<file path="config.mk">
export PLATFORM = sky130hd
export DESIGN_NAME = dmasc_top
export DESIGN_NICKNAME = d
export VERILOG_FILES = /design/src/dmasc_pkg.sv /design/src/dmasc_samp_if.sv /design/src/dmasc_sampler.sv /design/src/dmasc_top.sv
export SDC_FILE = /design/constraint.sdc
export NUM_CORES = 1
export LEC_CHECK = 0
export ABC_AREA = 1
export BUFFER_PORTS_ARGS = -buffer_cell sky130_fd_sc_hd__buf_2
export CELL_PAD_IN_SITES_DETAIL_PLACEMENT = 0
export CELL_PAD_IN_SITES_GLOBAL_PLACEMENT = 1
export CORE_MARGIN = 2
export CORE_UTILIZATION = 30
export DETAILED_ROUTE_END_ITERATION = 16
export GPL_ROUTABILITY_DRIVEN = 0
export PLACE_DENSITY_LB_ADDON = 0.1
export SLEW_MARGIN = 15
export SYNTH_ARGS = -nofsm -noshare
export SYNTH_HDL_FRONTEND = slang
export SYNTH_SLANG_ARGS = --single-unit
</file>
<file path="constraint.sdc">
create_clock -name aclk -period 1.5 [get_ports aclk]
set_input_delay 0.225 -clock aclk [delete_from_list [all_inputs] [get_ports aclk]]
set_output_delay 0.225 -clock aclk [all_outputs]
set_load 0.01 [all_outputs]
</file>
<file path="src/dmasc_pkg.sv">
`default_nettype none
package dmasc_pkg;
  // register byte offsets on the bus
  localparam logic [15:0] OFF_STATUS = 16'hF008;
  localparam logic [15:0] OFF_CMD = 16'hF010;
  localparam logic [15:0] OFF_IRQ_STAT = 16'hF014;
  localparam logic [15:0] OFF_IRQ_EN = 16'hF018;
  localparam logic [15:0] OFF_IRQ_CLR = 16'hF01C;
  // status field positions
  localparam int TC0_BIT = 0;
  localparam int TC1_BIT = 1;
  localparam int REQ0_BIT = 4;
  localparam int REQ1_BIT = 5;
  // command field positions
  localparam int REQ_SEL_BIT = 0;
  localparam int EOP_SEL_BIT = 1;
  localparam int PL_LO = 2;
  // lowest priority encodings
  localparam logic [1:0] PL_CH0 = 2'h0;
  localparam logic [1:0] PL_CH1 = 2'h1;
  localparam logic [1:0] PL_HOLD = 2'h2;
  localparam logic [1:0] PL_RSVD = 2'h3;
  // values after reset
  localparam logic [7:0] STATUS_RST = 8'h00;
  localparam logic [1:0] PL_RST = 2'h0;
  localparam logic SEL_RST = 1'b0;
  localparam logic [1:0] IRQ_RST = 2'h0;
  // bus answers
  localparam logic [1:0] RESP_OKAY = 2'h0;
  localparam logic [1:0] RESP_SLVERR = 2'h2;
endpackage
`default_nettype wire

</file>
<file path="src/dmasc_samp_if.sv">
`timescale 1ns/100ps
`default_nettype none
// mode selects in, qualified levels out
interface dmasc_samp_if;
  logic req_sync_sel; // request_sync_sel bit
  logic eop_sync_sel; // end_of_process_sync_sel bit
  logic [1:0] req_level; // qualified requests
  logic eop_level; // end of process, active high
  modport ctrl (output req_sync_sel, output eop_sync_sel,
    input req_level, input eop_level);
  modport samp (input req_sync_sel, input eop_sync_sel,
    output req_level, output eop_level);
endinterface // dmasc_samp_if
`default_nettype wire

</file>
<file path="src/dmasc_sampler.sv">
`timescale 1ns/100ps
`default_nettype none
// samples the three pins; async mode adds a stability filter
module dmasc_sampler (
  input wire logic aclk,
  input wire logic aresetn,
  input wire logic ce,
  input wire logic [1:0] channel_request_in,
  input wire logic end_of_process_n,
  dmasc_samp_if.samp sp
);
  // pin order: {eop asserted, req1, req0}
  logic [2:0] s1; // first stage, read only by s2
  logic [2:0] s2; // second stage
  logic [2:0] s3; // previous settled sample
  logic [2:0] lvl; // qualified level
  logic [2:0] sel; // per-pin sync select
  assign sel = {sp.eop_sync_sel, {2{sp.req_sync_sel}}};
  // two-flop synchroniser, always present since pins are foreign
  always_ff @(posedge aclk) begin
    if (!aresetn) begin
      s1 <= 3'h0;
      s2 <= 3'h0;
      s3 <= 3'h0;
    end else if (ce) begin
      s1 <= {~end_of_process_n, channel_request_in};
      s2 <= s1;
      s3 <= s2;
    end
  end
  // sync mode takes each settled sample; async mode waits for two
  // equal samples, trading one cycle for immunity to glitches
  always_ff @(posedge aclk) begin
    if (!aresetn) begin
      lvl <= 3'h0;
    end else if (ce) begin
      for (int i = 0; i < 3; i++) begin
        if (sel[i] || (s2[i] == s3[i])) begin
          lvl[i] <= s2[i];
        end
      end
    end
  end
  assign sp.req_level = lvl[1:0];
  assign sp.eop_level = lvl[2];
  // checked from the pin three edges back, so the first stage keeps
  // the second stage as its only reader
  chk_sync_req_path: assert property (
    @(posedge aclk) disable iff (!aresetn)
    ($past(ce && aresetn) && $past(ce && aresetn, 2) &&
     $past(ce && aresetn, 3) && $past(sp.req_sync_sel))
    |-> lvl[0] == $past(channel_request_in[0], 3))
    else $error("sync request path not two stages");
  chk_sync_eop_path: assert property (
    @(posedge aclk) disable iff (!aresetn)
    ($past(ce && aresetn) && $past(ce && aresetn, 2) &&
     $past(ce && aresetn, 3) && $past(sp.eop_sync_sel))
    |-> lvl[2] == !$past(end_of_process_n, 3))
    else $error("sync eop path not two stages");
  chk_async_filter_hold: assert property (
    @(posedge aclk) disable iff (!aresetn)
    (ce && !sel[2] && s2[2] != s3[2]) |=> $stable(lvl[2]))
    else $error("async eop took an unsettled sample");
endmodule // dmasc_sampler
`default_nettype wire

</file>
<file path="src/dmasc_top.sv">
// The AXI4-Lite register port is this design's own decision.
`timescale 1ns/100ps
`default_nettype none
module dmasc_top (
  input wire logic aclk,
  input wire logic aresetn,
  input wire logic ce,
  // axi4-lite write address
  input wire logic [15:0] awaddr,
  input wire logic [2:0] awprot,
  input wire logic awvalid,
  output logic awready,
  // axi4-lite write data
  input wire logic [31:0] wdata,
  input wire logic [3:0] wstrb,
  input wire logic wvalid,
  output logic wready,
  // axi4-lite write response
  output logic [1:0] bresp,
  output logic bvalid,
  input wire logic bready,
  // axi4-lite read address
  input wire logic [15:0] araddr,
  input wire logic [2:0] arprot,
  input wire logic arvalid,
  output logic arready,
  // axi4-lite read data
  output logic [31:0] rdata,
  output logic [1:0] rresp,
  output logic rvalid,
  input wire logic rready,
  // pins from requesters
  input wire logic [1:0] channel_request_in,
  input wire logic end_of_process_n,
  // transfer engine, same clock
  input wire logic [1:0] byte_count_expired,
  input wire logic xfer_active,
  input wire logic xfer_channel,
  input wire logic rotate_enable,
  input wire logic grant_valid,
  input wire logic [1:0] grant_who,
  // towards engine and arbiter
  output logic [1:0] request_level,
  output logic eop_level,
  output logic [1:0] lowest_priority_select,
  output logic irq
);

  // address match shared by read and write decode
  function automatic logic hit(input logic [15:0] a,
                               input logic [15:0] off);
    return a[15:2] == off[15:2];
  endfunction

  dmasc_samp_if sp ();

  // captured write address and data
  logic [15:0] aw_addr;
  logic [7:0] w_data;
  logic w_lane0; // byte lane 0 enabled
  logic wr_go; // both halves held, answer not yet out
  logic ar_go; // read address taken this cycle
  logic rd_status; // status read side effect
  logic wr_cmd; // command register written
  logic wr_irq_en; // enable register written
  logic wr_irq_clr; // clear register written
  logic wr_ok; // address mapped for writing
  logic rd_ok; // address mapped for reading

  // software visible state and completion detect
  logic [1:0] tc; // sticky done flags
  logic req_sync_sel; // request sampling mode
  logic eop_sync_sel; // eop sampling mode
  logic [1:0] irq_stat; // sticky interrupt causes
  logic [1:0] irq_en; // interrupt enables
  logic eop_prev; // eop level one cycle back
  logic eop_rise; // new end of process seen
  logic [1:0] done_evt; // per-channel completion

  // decode
  assign wr_go = !awready && !wready && !bvalid;
  assign ar_go = arvalid && arready;
  assign wr_cmd = wr_go && w_lane0 && hit(aw_addr, dmasc_pkg::OFF_CMD);
  assign wr_irq_en = wr_go && w_lane0 &&
    hit(aw_addr, dmasc_pkg::OFF_IRQ_EN);
  assign wr_irq_clr = wr_go && w_lane0 &&
    hit(aw_addr, dmasc_pkg::OFF_IRQ_CLR);
  assign wr_ok = hit(aw_addr, dmasc_pkg::OFF_CMD) ||
    hit(aw_addr, dmasc_pkg::OFF_IRQ_EN) ||
    hit(aw_addr, dmasc_pkg::OFF_IRQ_CLR);
  assign rd_ok = hit(araddr, dmasc_pkg::OFF_STATUS) ||
    hit(araddr, dmasc_pkg::OFF_IRQ_STAT) ||
    hit(araddr, dmasc_pkg::OFF_IRQ_EN);
  assign rd_status = ar_go && hit(araddr, dmasc_pkg::OFF_STATUS);

  // completion: byte count ran out, or eop arrived on the
  // active channel; only the eop edge counts so a held pin
  // does not refill the flag after every read
  assign eop_rise = sp.eop_level && !eop_prev;
  always_comb begin
    for (int i = 0; i < 2; i++) begin
      done_evt[i] = byte_count_expired[i] ||
        (eop_rise && xfer_active && (xfer_channel == i[0]));
    end
  end

  // mode bits to the sampler
  assign sp.req_sync_sel = req_sync_sel;
  assign sp.eop_sync_sel = eop_sync_sel;

  dmasc_sampler u_samp (
    .aclk (aclk),
    .aresetn (aresetn),
    .ce (ce),
    .channel_request_in (channel_request_in),
    .end_of_process_n (end_of_process_n),
    .sp (sp)
  );

  // pass qualified levels; they are flops in the sampler
  assign request_level = sp.req_level;
  assign eop_level = sp.eop_level;

  // write address channel: hold one address until answered
  always_ff @(posedge aclk) begin
    if (!aresetn) begin
      awready <= 1'b1;
      aw_addr <= 16'h0000;
    end else if (ce) begin
      if (awvalid && awready) begin
        awready <= 1'b0;
        aw_addr <= awaddr;
      end else if (bvalid && bready) begin
        awready <= 1'b1;
      end
    end
  end

  // write data channel: held separately, either order works
  always_ff @(posedge aclk) begin
    if (!aresetn) begin
      wready <= 1'b1;
      w_data <= 8'h00;
      w_lane0 <= 1'b0;
    end else if (ce) begin
      if (wvalid && wready) begin
        wready <= 1'b0;
        w_data <= wdata[7:0];
        w_lane0 <= wstrb[0];
      end else if (bvalid && bready) begin
        wready <= 1'b1;
      end
    end
  end

  // write response once both halves are in
  always_ff @(posedge aclk) begin
    if (!aresetn) begin
      bvalid <= 1'b0;
      bresp <= dmasc_pkg::RESP_OKAY;
    end else if (ce) begin
      if (wr_go) begin
        bvalid <= 1'b1;
        // status is read only: a write there is an error
        bresp <= wr_ok ? dmasc_pkg::RESP_OKAY
                       : dmasc_pkg::RESP_SLVERR;
      end else if (bvalid && bready) begin
        bvalid <= 1'b0;
      end
    end
  end

  // read channel: one read at a time, data a cycle later
  always_ff @(posedge aclk) begin
    if (!aresetn) begin
      arready <= 1'b1;
      rvalid <= 1'b0;
      rdata <= 32'h0000_0000;
      rresp <= dmasc_pkg::RESP_OKAY;
    end else if (ce) begin
      if (ar_go) begin
        arready <= 1'b0;
        rvalid <= 1'b1;
        rresp <= rd_ok ? dmasc_pkg::RESP_OKAY
                       : dmasc_pkg::RESP_SLVERR;
        rdata <= 32'h0000_0000;
        if (hit(araddr, dmasc_pkg::OFF_STATUS)) begin
          // reserved bits read zero
          rdata[dmasc_pkg::REQ1_BIT] <= sp.req_level[1];
          rdata[dmasc_pkg::REQ0_BIT] <= sp.req_level[0];
          rdata[dmasc_pkg::TC1_BIT] <= tc[1];
          rdata[dmasc_pkg::TC0_BIT] <= tc[0];
        end else if (hit(araddr, dmasc_pkg::OFF_IRQ_STAT)) begin
          rdata[1:0] <= irq_stat;
        end else if (hit(araddr, dmasc_pkg::OFF_IRQ_EN)) begin
          rdata[1:0] <= irq_en;
        end
      end else if (rvalid && rready) begin
        rvalid <= 1'b0;
        arready <= 1'b1;
      end
    end
  end

  // done flags: a new completion beats the read clear,
  // so an event in the reading cycle is not lost
  always_ff @(posedge aclk) begin
    if (!aresetn) begin
      tc <= dmasc_pkg::STATUS_RST[1:0];
      eop_prev <= 1'b0;
    end else if (ce) begin
      eop_prev <= sp.eop_level;
      for (int i = 0; i < 2; i++) begin
        if (done_evt[i]) begin
          tc[i] <= 1'b1;
        end else if (rd_status) begin
          tc[i] <= 1'b0;
        end
      end
    end
  end

  // command register: only bits 3-0 exist, upper bits dropped
  always_ff @(posedge aclk) begin
    if (!aresetn) begin
      req_sync_sel <= dmasc_pkg::SEL_RST;
      eop_sync_sel <= dmasc_pkg::SEL_RST;
    end else if (ce && wr_cmd) begin
      req_sync_sel <= w_data[dmasc_pkg::REQ_SEL_BIT];
      eop_sync_sel <= w_data[dmasc_pkg::EOP_SEL_BIT];
    end
  end

  // lowest priority: software write wins over a rotation step in
  // the same cycle; the reserved code leaves the choice as it was
  always_ff @(posedge aclk) begin
    if (!aresetn) begin
      lowest_priority_select <= dmasc_pkg::PL_RST;
    end else if (ce) begin
      if (wr_cmd) begin
        if (w_data[dmasc_pkg::PL_LO +: 2] != dmasc_pkg::PL_RSVD) begin
          lowest_priority_select <= w_data[dmasc_pkg::PL_LO +: 2];
        end
      end else if (rotate_enable && grant_valid &&
                   grant_who != dmasc_pkg::PL_RSVD) begin
        lowest_priority_select <= grant_who;
      end
    end
  end

  // interrupt enables
  always_ff @(posedge aclk) begin
    if (!aresetn) begin
      irq_en <= dmasc_pkg::IRQ_RST;
    end else if (ce && wr_irq_en) begin
      irq_en <= w_data[1:0];
    end
  end

  // interrupt causes: completions, cleared by writing ones,
  // a completion in the clearing cycle keeps its bit
  always_ff @(posedge aclk) begin
    if (!aresetn) begin
      irq_stat <= dmasc_pkg::IRQ_RST;
    end else if (ce) begin
      for (int i = 0; i < 2; i++) begin
        if (done_evt[i]) begin
          irq_stat[i] <= 1'b1;
        end else if (wr_irq_clr && w_data[i]) begin
          irq_stat[i] <= 1'b0;
        end
      end
    end
  end

  // interrupt line, registered so it lags the cause by one cycle
  always_ff @(posedge aclk) begin
    if (!aresetn) begin
      irq <= 1'b0;
    end else if (ce) begin
      irq <= |(irq_stat & irq_en);
    end
  end

  chk_req_bits_read: assert property (
    @(posedge aclk) disable iff (!aresetn)
    (ce && rd_status) |=>
    rdata[5:4] == $past(sp.req_level))
    else $error("request bits do not follow live requests");
  chk_tc1_set: assert property (
    @(posedge aclk) disable iff (!aresetn)
    (ce && done_evt[1]) |=> tc[1])
    else $error("channel 1 done flag not set");
  chk_tc0_set: assert property (
    @(posedge aclk) disable iff (!aresetn)
    (ce && done_evt[0]) |=> tc[0])
    else $error("channel 0 done flag not set");
  chk_read_clears_done: assert property (
    @(posedge aclk) disable iff (!aresetn)
    (ce && rd_status && !done_evt[0] && !done_evt[1]) |=> tc == 2'h0)
    else $error("status read did not clear done flags");
  chk_reserved_zero: assert property (
    @(posedge aclk) disable iff (!aresetn)
    (ce && rd_status) |=> rdata[7:6] == 2'h0 && rdata[3:2] == 2'h0)
    else $error("reserved status bits not zero");
  chk_low_prio_write: assert property (
    @(posedge aclk) disable iff (!aresetn)
    (ce && wr_cmd && w_data[3:2] != 2'h3) |=>
    lowest_priority_select == $past(w_data[3:2]))
    else $error("lowest priority not taken from write");
  chk_mode_bits_write: assert property (
    @(posedge aclk) disable iff (!aresetn)
    (ce && wr_cmd) |=> {eop_sync_sel, req_sync_sel} ==
    $past(w_data[1:0]))
    else $error("sampling mode bits not stored");
  chk_rotate_grant: assert property (
    @(posedge aclk) disable iff (!aresetn)
    (ce && !wr_cmd && rotate_enable && grant_valid &&
     grant_who != 2'h3) |=> lowest_priority_select == $past(grant_who))
    else $error("rotation did not move grantee to lowest");
  chk_write_answer: assert property (
    @(posedge aclk) disable iff (!aresetn)
    (ce && wr_go) |=> bvalid)
    else $error("write not answered next cycle");
  chk_read_answer: assert property (
    @(posedge aclk) disable iff (!aresetn)
    (ce && ar_go) |=> rvalid)
    else $error("read not answered next cycle");
  // the line is a flop, so it trails the enabled causes by one edge
  chk_irq_level: assert property (
    @(posedge aclk) disable iff (!aresetn)
    ce |=> irq == $past(|(irq_stat & irq_en)))
    else $error("interrupt line does not follow enabled causes");

endmodule // dmasc_top
`default_nettype wire

</file>
==> metrics.md <==
| Metric | Value |
|---|---|
| Core region area | `8636 sq um` |
| Proportion of power drawn by the clock network | `28.3%` |
| Number of hold-repair buffers added at the cts stage | `0` |
| Number of clock sinks | `54` |
| Worst min-delay path category | `in2reg` |
| Largest delay contributor family on the critical path | `simple AND/OR/NAND/NOR gates` |
| Crit path kind | `reg2reg` |
| Switching share of total power | `27.08%` |
| CP Depth | `9` |
| Ys async rst share | `0%` |
| Reported max-cap violation count | `0` |
| Worst Path Arrival | `1570 ps` |
| Combinational share of power | `14.4%` |
| Max Fanout on Critical Path | `6` |
| Full die area | `9558 sq um` |
| Crit path buf inv count | `0` |
| Leading post-synthesis cells by instance count | `60 x sky130_fd_sc_hd__nand2_1, 54 x sky130_fd_sc_hd__dfxtp_1, 47 x sky130_fd_sc_hd__inv_1, 45 x sky130_fd_sc_hd__o21ai_0, 41 x sky130_fd_sc_hd__a21oi_1` |
| Final worst hold slack | `91.61 ps` |
| Stage delay of the slowest cell on the critical path | `360 ps` |
| Max Clock Skew | `6.892 ps` |
| Worst-skew pair later-pin latency | `300 ps` |
| Total net switching power | `0.7392 mW` |
| Post-Syn Area | `2638 sq um` |
| Vias | `2385` |
| Fin crit share | `88.53%` |
| WL final | `5.860 mm` |
| Power share of the sequential group | `57.3%` |
| Die X-Extent | `97.77 microns` |
| Maximum number of pins on one net before global-route repair | `29` |
| Vias in the first global route | `2095` |
| Number of buffers on the longest clock path | `2` |
| Initial Util | `30.54%` |
| Result of the run | `completed` |
| Post-layout minimum cycle time | `1328 ps` |
| Endpoint required time on the critical path | `1750 ps` |
| IO Pins | `140` |
| Share of the synthesized area in the top cell type | `40.99%` |
| Summed negative setup slack over all endpoints | `0 ps` |
| Number of enable-type register cells in the synthesized netlist | `0` |
| Leading post-synthesis cells by cell area | `sky130_fd_sc_hd__dfxtp_1 41%, sky130_fd_sc_hd__buf_4 8.8%, sky130_fd_sc_hd__nand2_1 8.5%` |
| Count of synthesis-stage warnings from yosys | `0` |
| Max-slew violation count | `0` |
| Nature of the critical path startpoint | `flop` |
| Worst vdd rail ir drop | `443.4 uV` |
| Starting DRT DRC Count | `55` |
| Capturing element type of the critical path | `flop` |
| Via density per instance | `4.368` |
| Power density relative to cell area | `886.4 nW/um^2` |
| CTS clock-pin slew for the worst setup and hold paths | `90 ps` |
| 1st-pass router iterations | `4` |
| Layout Area Growth over Synthesis | `16.75%` |
| Flop2flop setup slack | `170 ps` |
| Reg2reg path depth | `9` |
| Num CTS Buffers | `5` |
| Synth unique cells | `27` |
| Count leader, synth | `sky130_fd_sc_hd__nand2_1` |
| Overall global routing resource usage | `12.19%` |
| Routed wirelength normalized by instance count | `10.73 microns` |
| Setup-violating endpoint count in the final report | `0` |
| Pleak | `1.416 nW` |
| Ys flop type | `sky130_fd_sc_hd__dfxtp_1` |
| Fraction of final layout cells sized beyond drive strength 1 | `22.60%` |
| Final HPWL from detailed placement | `4.418 mm` |
| Number of nets in the final layout | `531` |
| Number of antenna violations at the first check in global routing | `0` |
| Global route overflow | `0` |
| Root cell of the clock tree | `sky130_fd_sc_hd__clkbuf_8` |
| Critical-path cell with the highest stage delay | `sky130_fd_sc_hd__dfxtp_1` |
| Cells traversed along the worst timing path | `nor2_2 -> nand2_2 -> nor2_4 -> nand3_2 -> nand2_2 -> nand3_2 -> nand2_1 -> nand2_1 -> nor2_1` |
| Maximum achievable frequency | `0.7531 GHz` |
| Design internal power | `1.990 mW` |
| Cell type with the largest total area after synthesis | `sky130_fd_sc_hd__dfxtp_1` |
| First-pass GRT wire length | `9.556 mm` |
| Post-DRT Antenna Nets | `0` |
| RSZ-0062 raised after global routing | `false` |
| CTS H-Tree Depth | `2` |
| Placement row count | `34` |
| Total of buffers placed on input and output ports | `68` |
| Antenna diodes | `0` |
| Post-Syn Instances | `370` |
| Capturing point of the worst reg2reg path | `lowest_priority_select[0]$_SDFFE_PN0P_` |
| #FFs+latches synth | `54` |
| Height of the chip | `97.77 microns` |
| Hold violation count in the final report | `0` |
| Worst Setup EP | `lowest_priority_select[0]$_SDFFE_PN0P_` |
| Avg Synthesized Cell Area | `7.128 sq um` |
| Start point of the critical path | `wready$_SDFFE_PN1P_` |
| CTS tree | `done` |
| Sequential-to-total area share from yosys stat | `40.99%` |
| Drc violations | `0` |
| FF-to-FF Start | `wready$_SDFFE_PN1P_` |
-- worst min-delay path by stage --
| stage | end | cells past startpoint | from |
|---|---|---|---|
| 2_1_floorplan | u_samp.s1[2]$_SDFFE_PN0P_ | 1 | end_of_process_n |
| 3_3_place_gp | u_samp.s1[2]$_SDFFE_PN0P_ | 2 | end_of_process_n |
| 4_1_cts | u_samp.s1[2]$_SDFFE_PN0P_ | 2 | end_of_process_n |
| 5_1_grt | u_samp.s1[2]$_SDFFE_PN0P_ | 2 | end_of_process_n |
| 3_5_place_dp | u_samp.s1[2]$_SDFFE_PN0P_ | 2 | end_of_process_n |
| 6_report | u_samp.s1[2]$_SDFFE_PN0P_ | 2 | end_of_process_n |
-- power by group through the flow --
| stage | Combinational, mW | Clock, mW | Sequential (mW) |
|---|---|---|---|
| final | 0.393 | 0.772 | 1.56 |
| after global routing | 0.453 | 0.860 | 1.58 |
| after CTS | 0.401 | 0.821 | 1.57 |
| after detailed placement | 0.400 | 0 | 1.60 |
| after global placement | 0.396 | 0 | 1.60 |
| after floorplan | 0.301 | 0 | 1.60 |
-- placed cells by master (no fill, tap or decap) --
cell and n:
sky130_fd_sc_hd__a211oi_1 2, sky130_fd_sc_hd__a21oi_1 41, sky130_fd_sc_hd__a21oi_2 2, sky130_fd_sc_hd__a31o_2 1, sky130_fd_sc_hd__buf_12 1, sky130_fd_sc_hd__buf_2 68, sky130_fd_sc_hd__buf_4 6, sky130_fd_sc_hd__clkbuf_1 2
sky130_fd_sc_hd__clkbuf_8 5, sky130_fd_sc_hd__clkinv_1 1, sky130_fd_sc_hd__conb_1 30, sky130_fd_sc_hd__dfxtp_1 54, sky130_fd_sc_hd__inv_1 46, sky130_fd_sc_hd__inv_2 2, sky130_fd_sc_hd__nand2_1 60, sky130_fd_sc_hd__nand2_2 2
sky130_fd_sc_hd__nand3_1 18, sky130_fd_sc_hd__nand3_2 3, sky130_fd_sc_hd__nand3b_1 1, sky130_fd_sc_hd__nand4_1 3, sky130_fd_sc_hd__nand4_2 1, sky130_fd_sc_hd__nor2_1 32, sky130_fd_sc_hd__nor2_2 5, sky130_fd_sc_hd__nor2_4 2
sky130_fd_sc_hd__nor3_1 3, sky130_fd_sc_hd__nor3b_4 1, sky130_fd_sc_hd__o2111ai_1 1, sky130_fd_sc_hd__o21ai_0 45
-- metrics by stage --
| step | std cells | area, sq um | total power, mW | setup WS [ps] | util, % |
|---|---|---|---|---|---|
| floorplan | 399 | 2746 | 1.899 | 315.0 | - |
| global placement | 539 | 3003 | 1.994 | 88.54 | 34.77 |
| detailed placement | 539 | 3003 | 1.998 | 99.84 | 34.77 |
| CTS | 546 | 3079 | 2.788 | 154.7 | 35.66 |
| global route | 546 | 3079 | 2.888 | 5.512 | 35.66 |
| finish | 546 | 3079 | 2.730 | 172.1 | 35.66 |
-- cell families after synthesis --
kind of cell | after synthesis | synth area share, %
other | 1 | 0.1422
AOI/OAI and AO/OA | 92 | 18.22
and+or+nand+nor | 131 | 22.91
DFF | 54 | 40.99
buffers and inverters | 92 | 17.74
-- final cells by class --
class	count	area [sq um]
Clock buffer	7	76.32
Fill cell	983	5557
Inverter	49	183.9
Multi-Input combinational cell	253	1197
Sequential cell	54	1081
Tap cell	108	135.1
Timing Repair Buffer	75	405.4
-- repair_timing --
item	in CTS	in global routing
buffers inserted	0	0
gates resized for setup	0	1
endpoints found under the setup margin	0	2
-- routing by layer --
metal,global-route usage [%],share of wire [%],vias to the layer above
li1,-,-,1262
met1,16.28,50,1050
met2,20.05,44,69
met3,2.935,5.6,4
met4,2.885,0.72,0
met5,0,0,-
-- sequential cells by signal, summed over array words and instances (netlist names), 2 cells and up --
register                cells
u_samp.lvl                  3
u_samp.s3                   3
rdata                       4
irq_stat                    2
irq_en                      2
aw_addr                    14
u_samp.s1                   3
u_samp.s2                   3
lowest_priority_select      2
tc                          2
w_data                      4
Power figures use the tool's default switching activity.
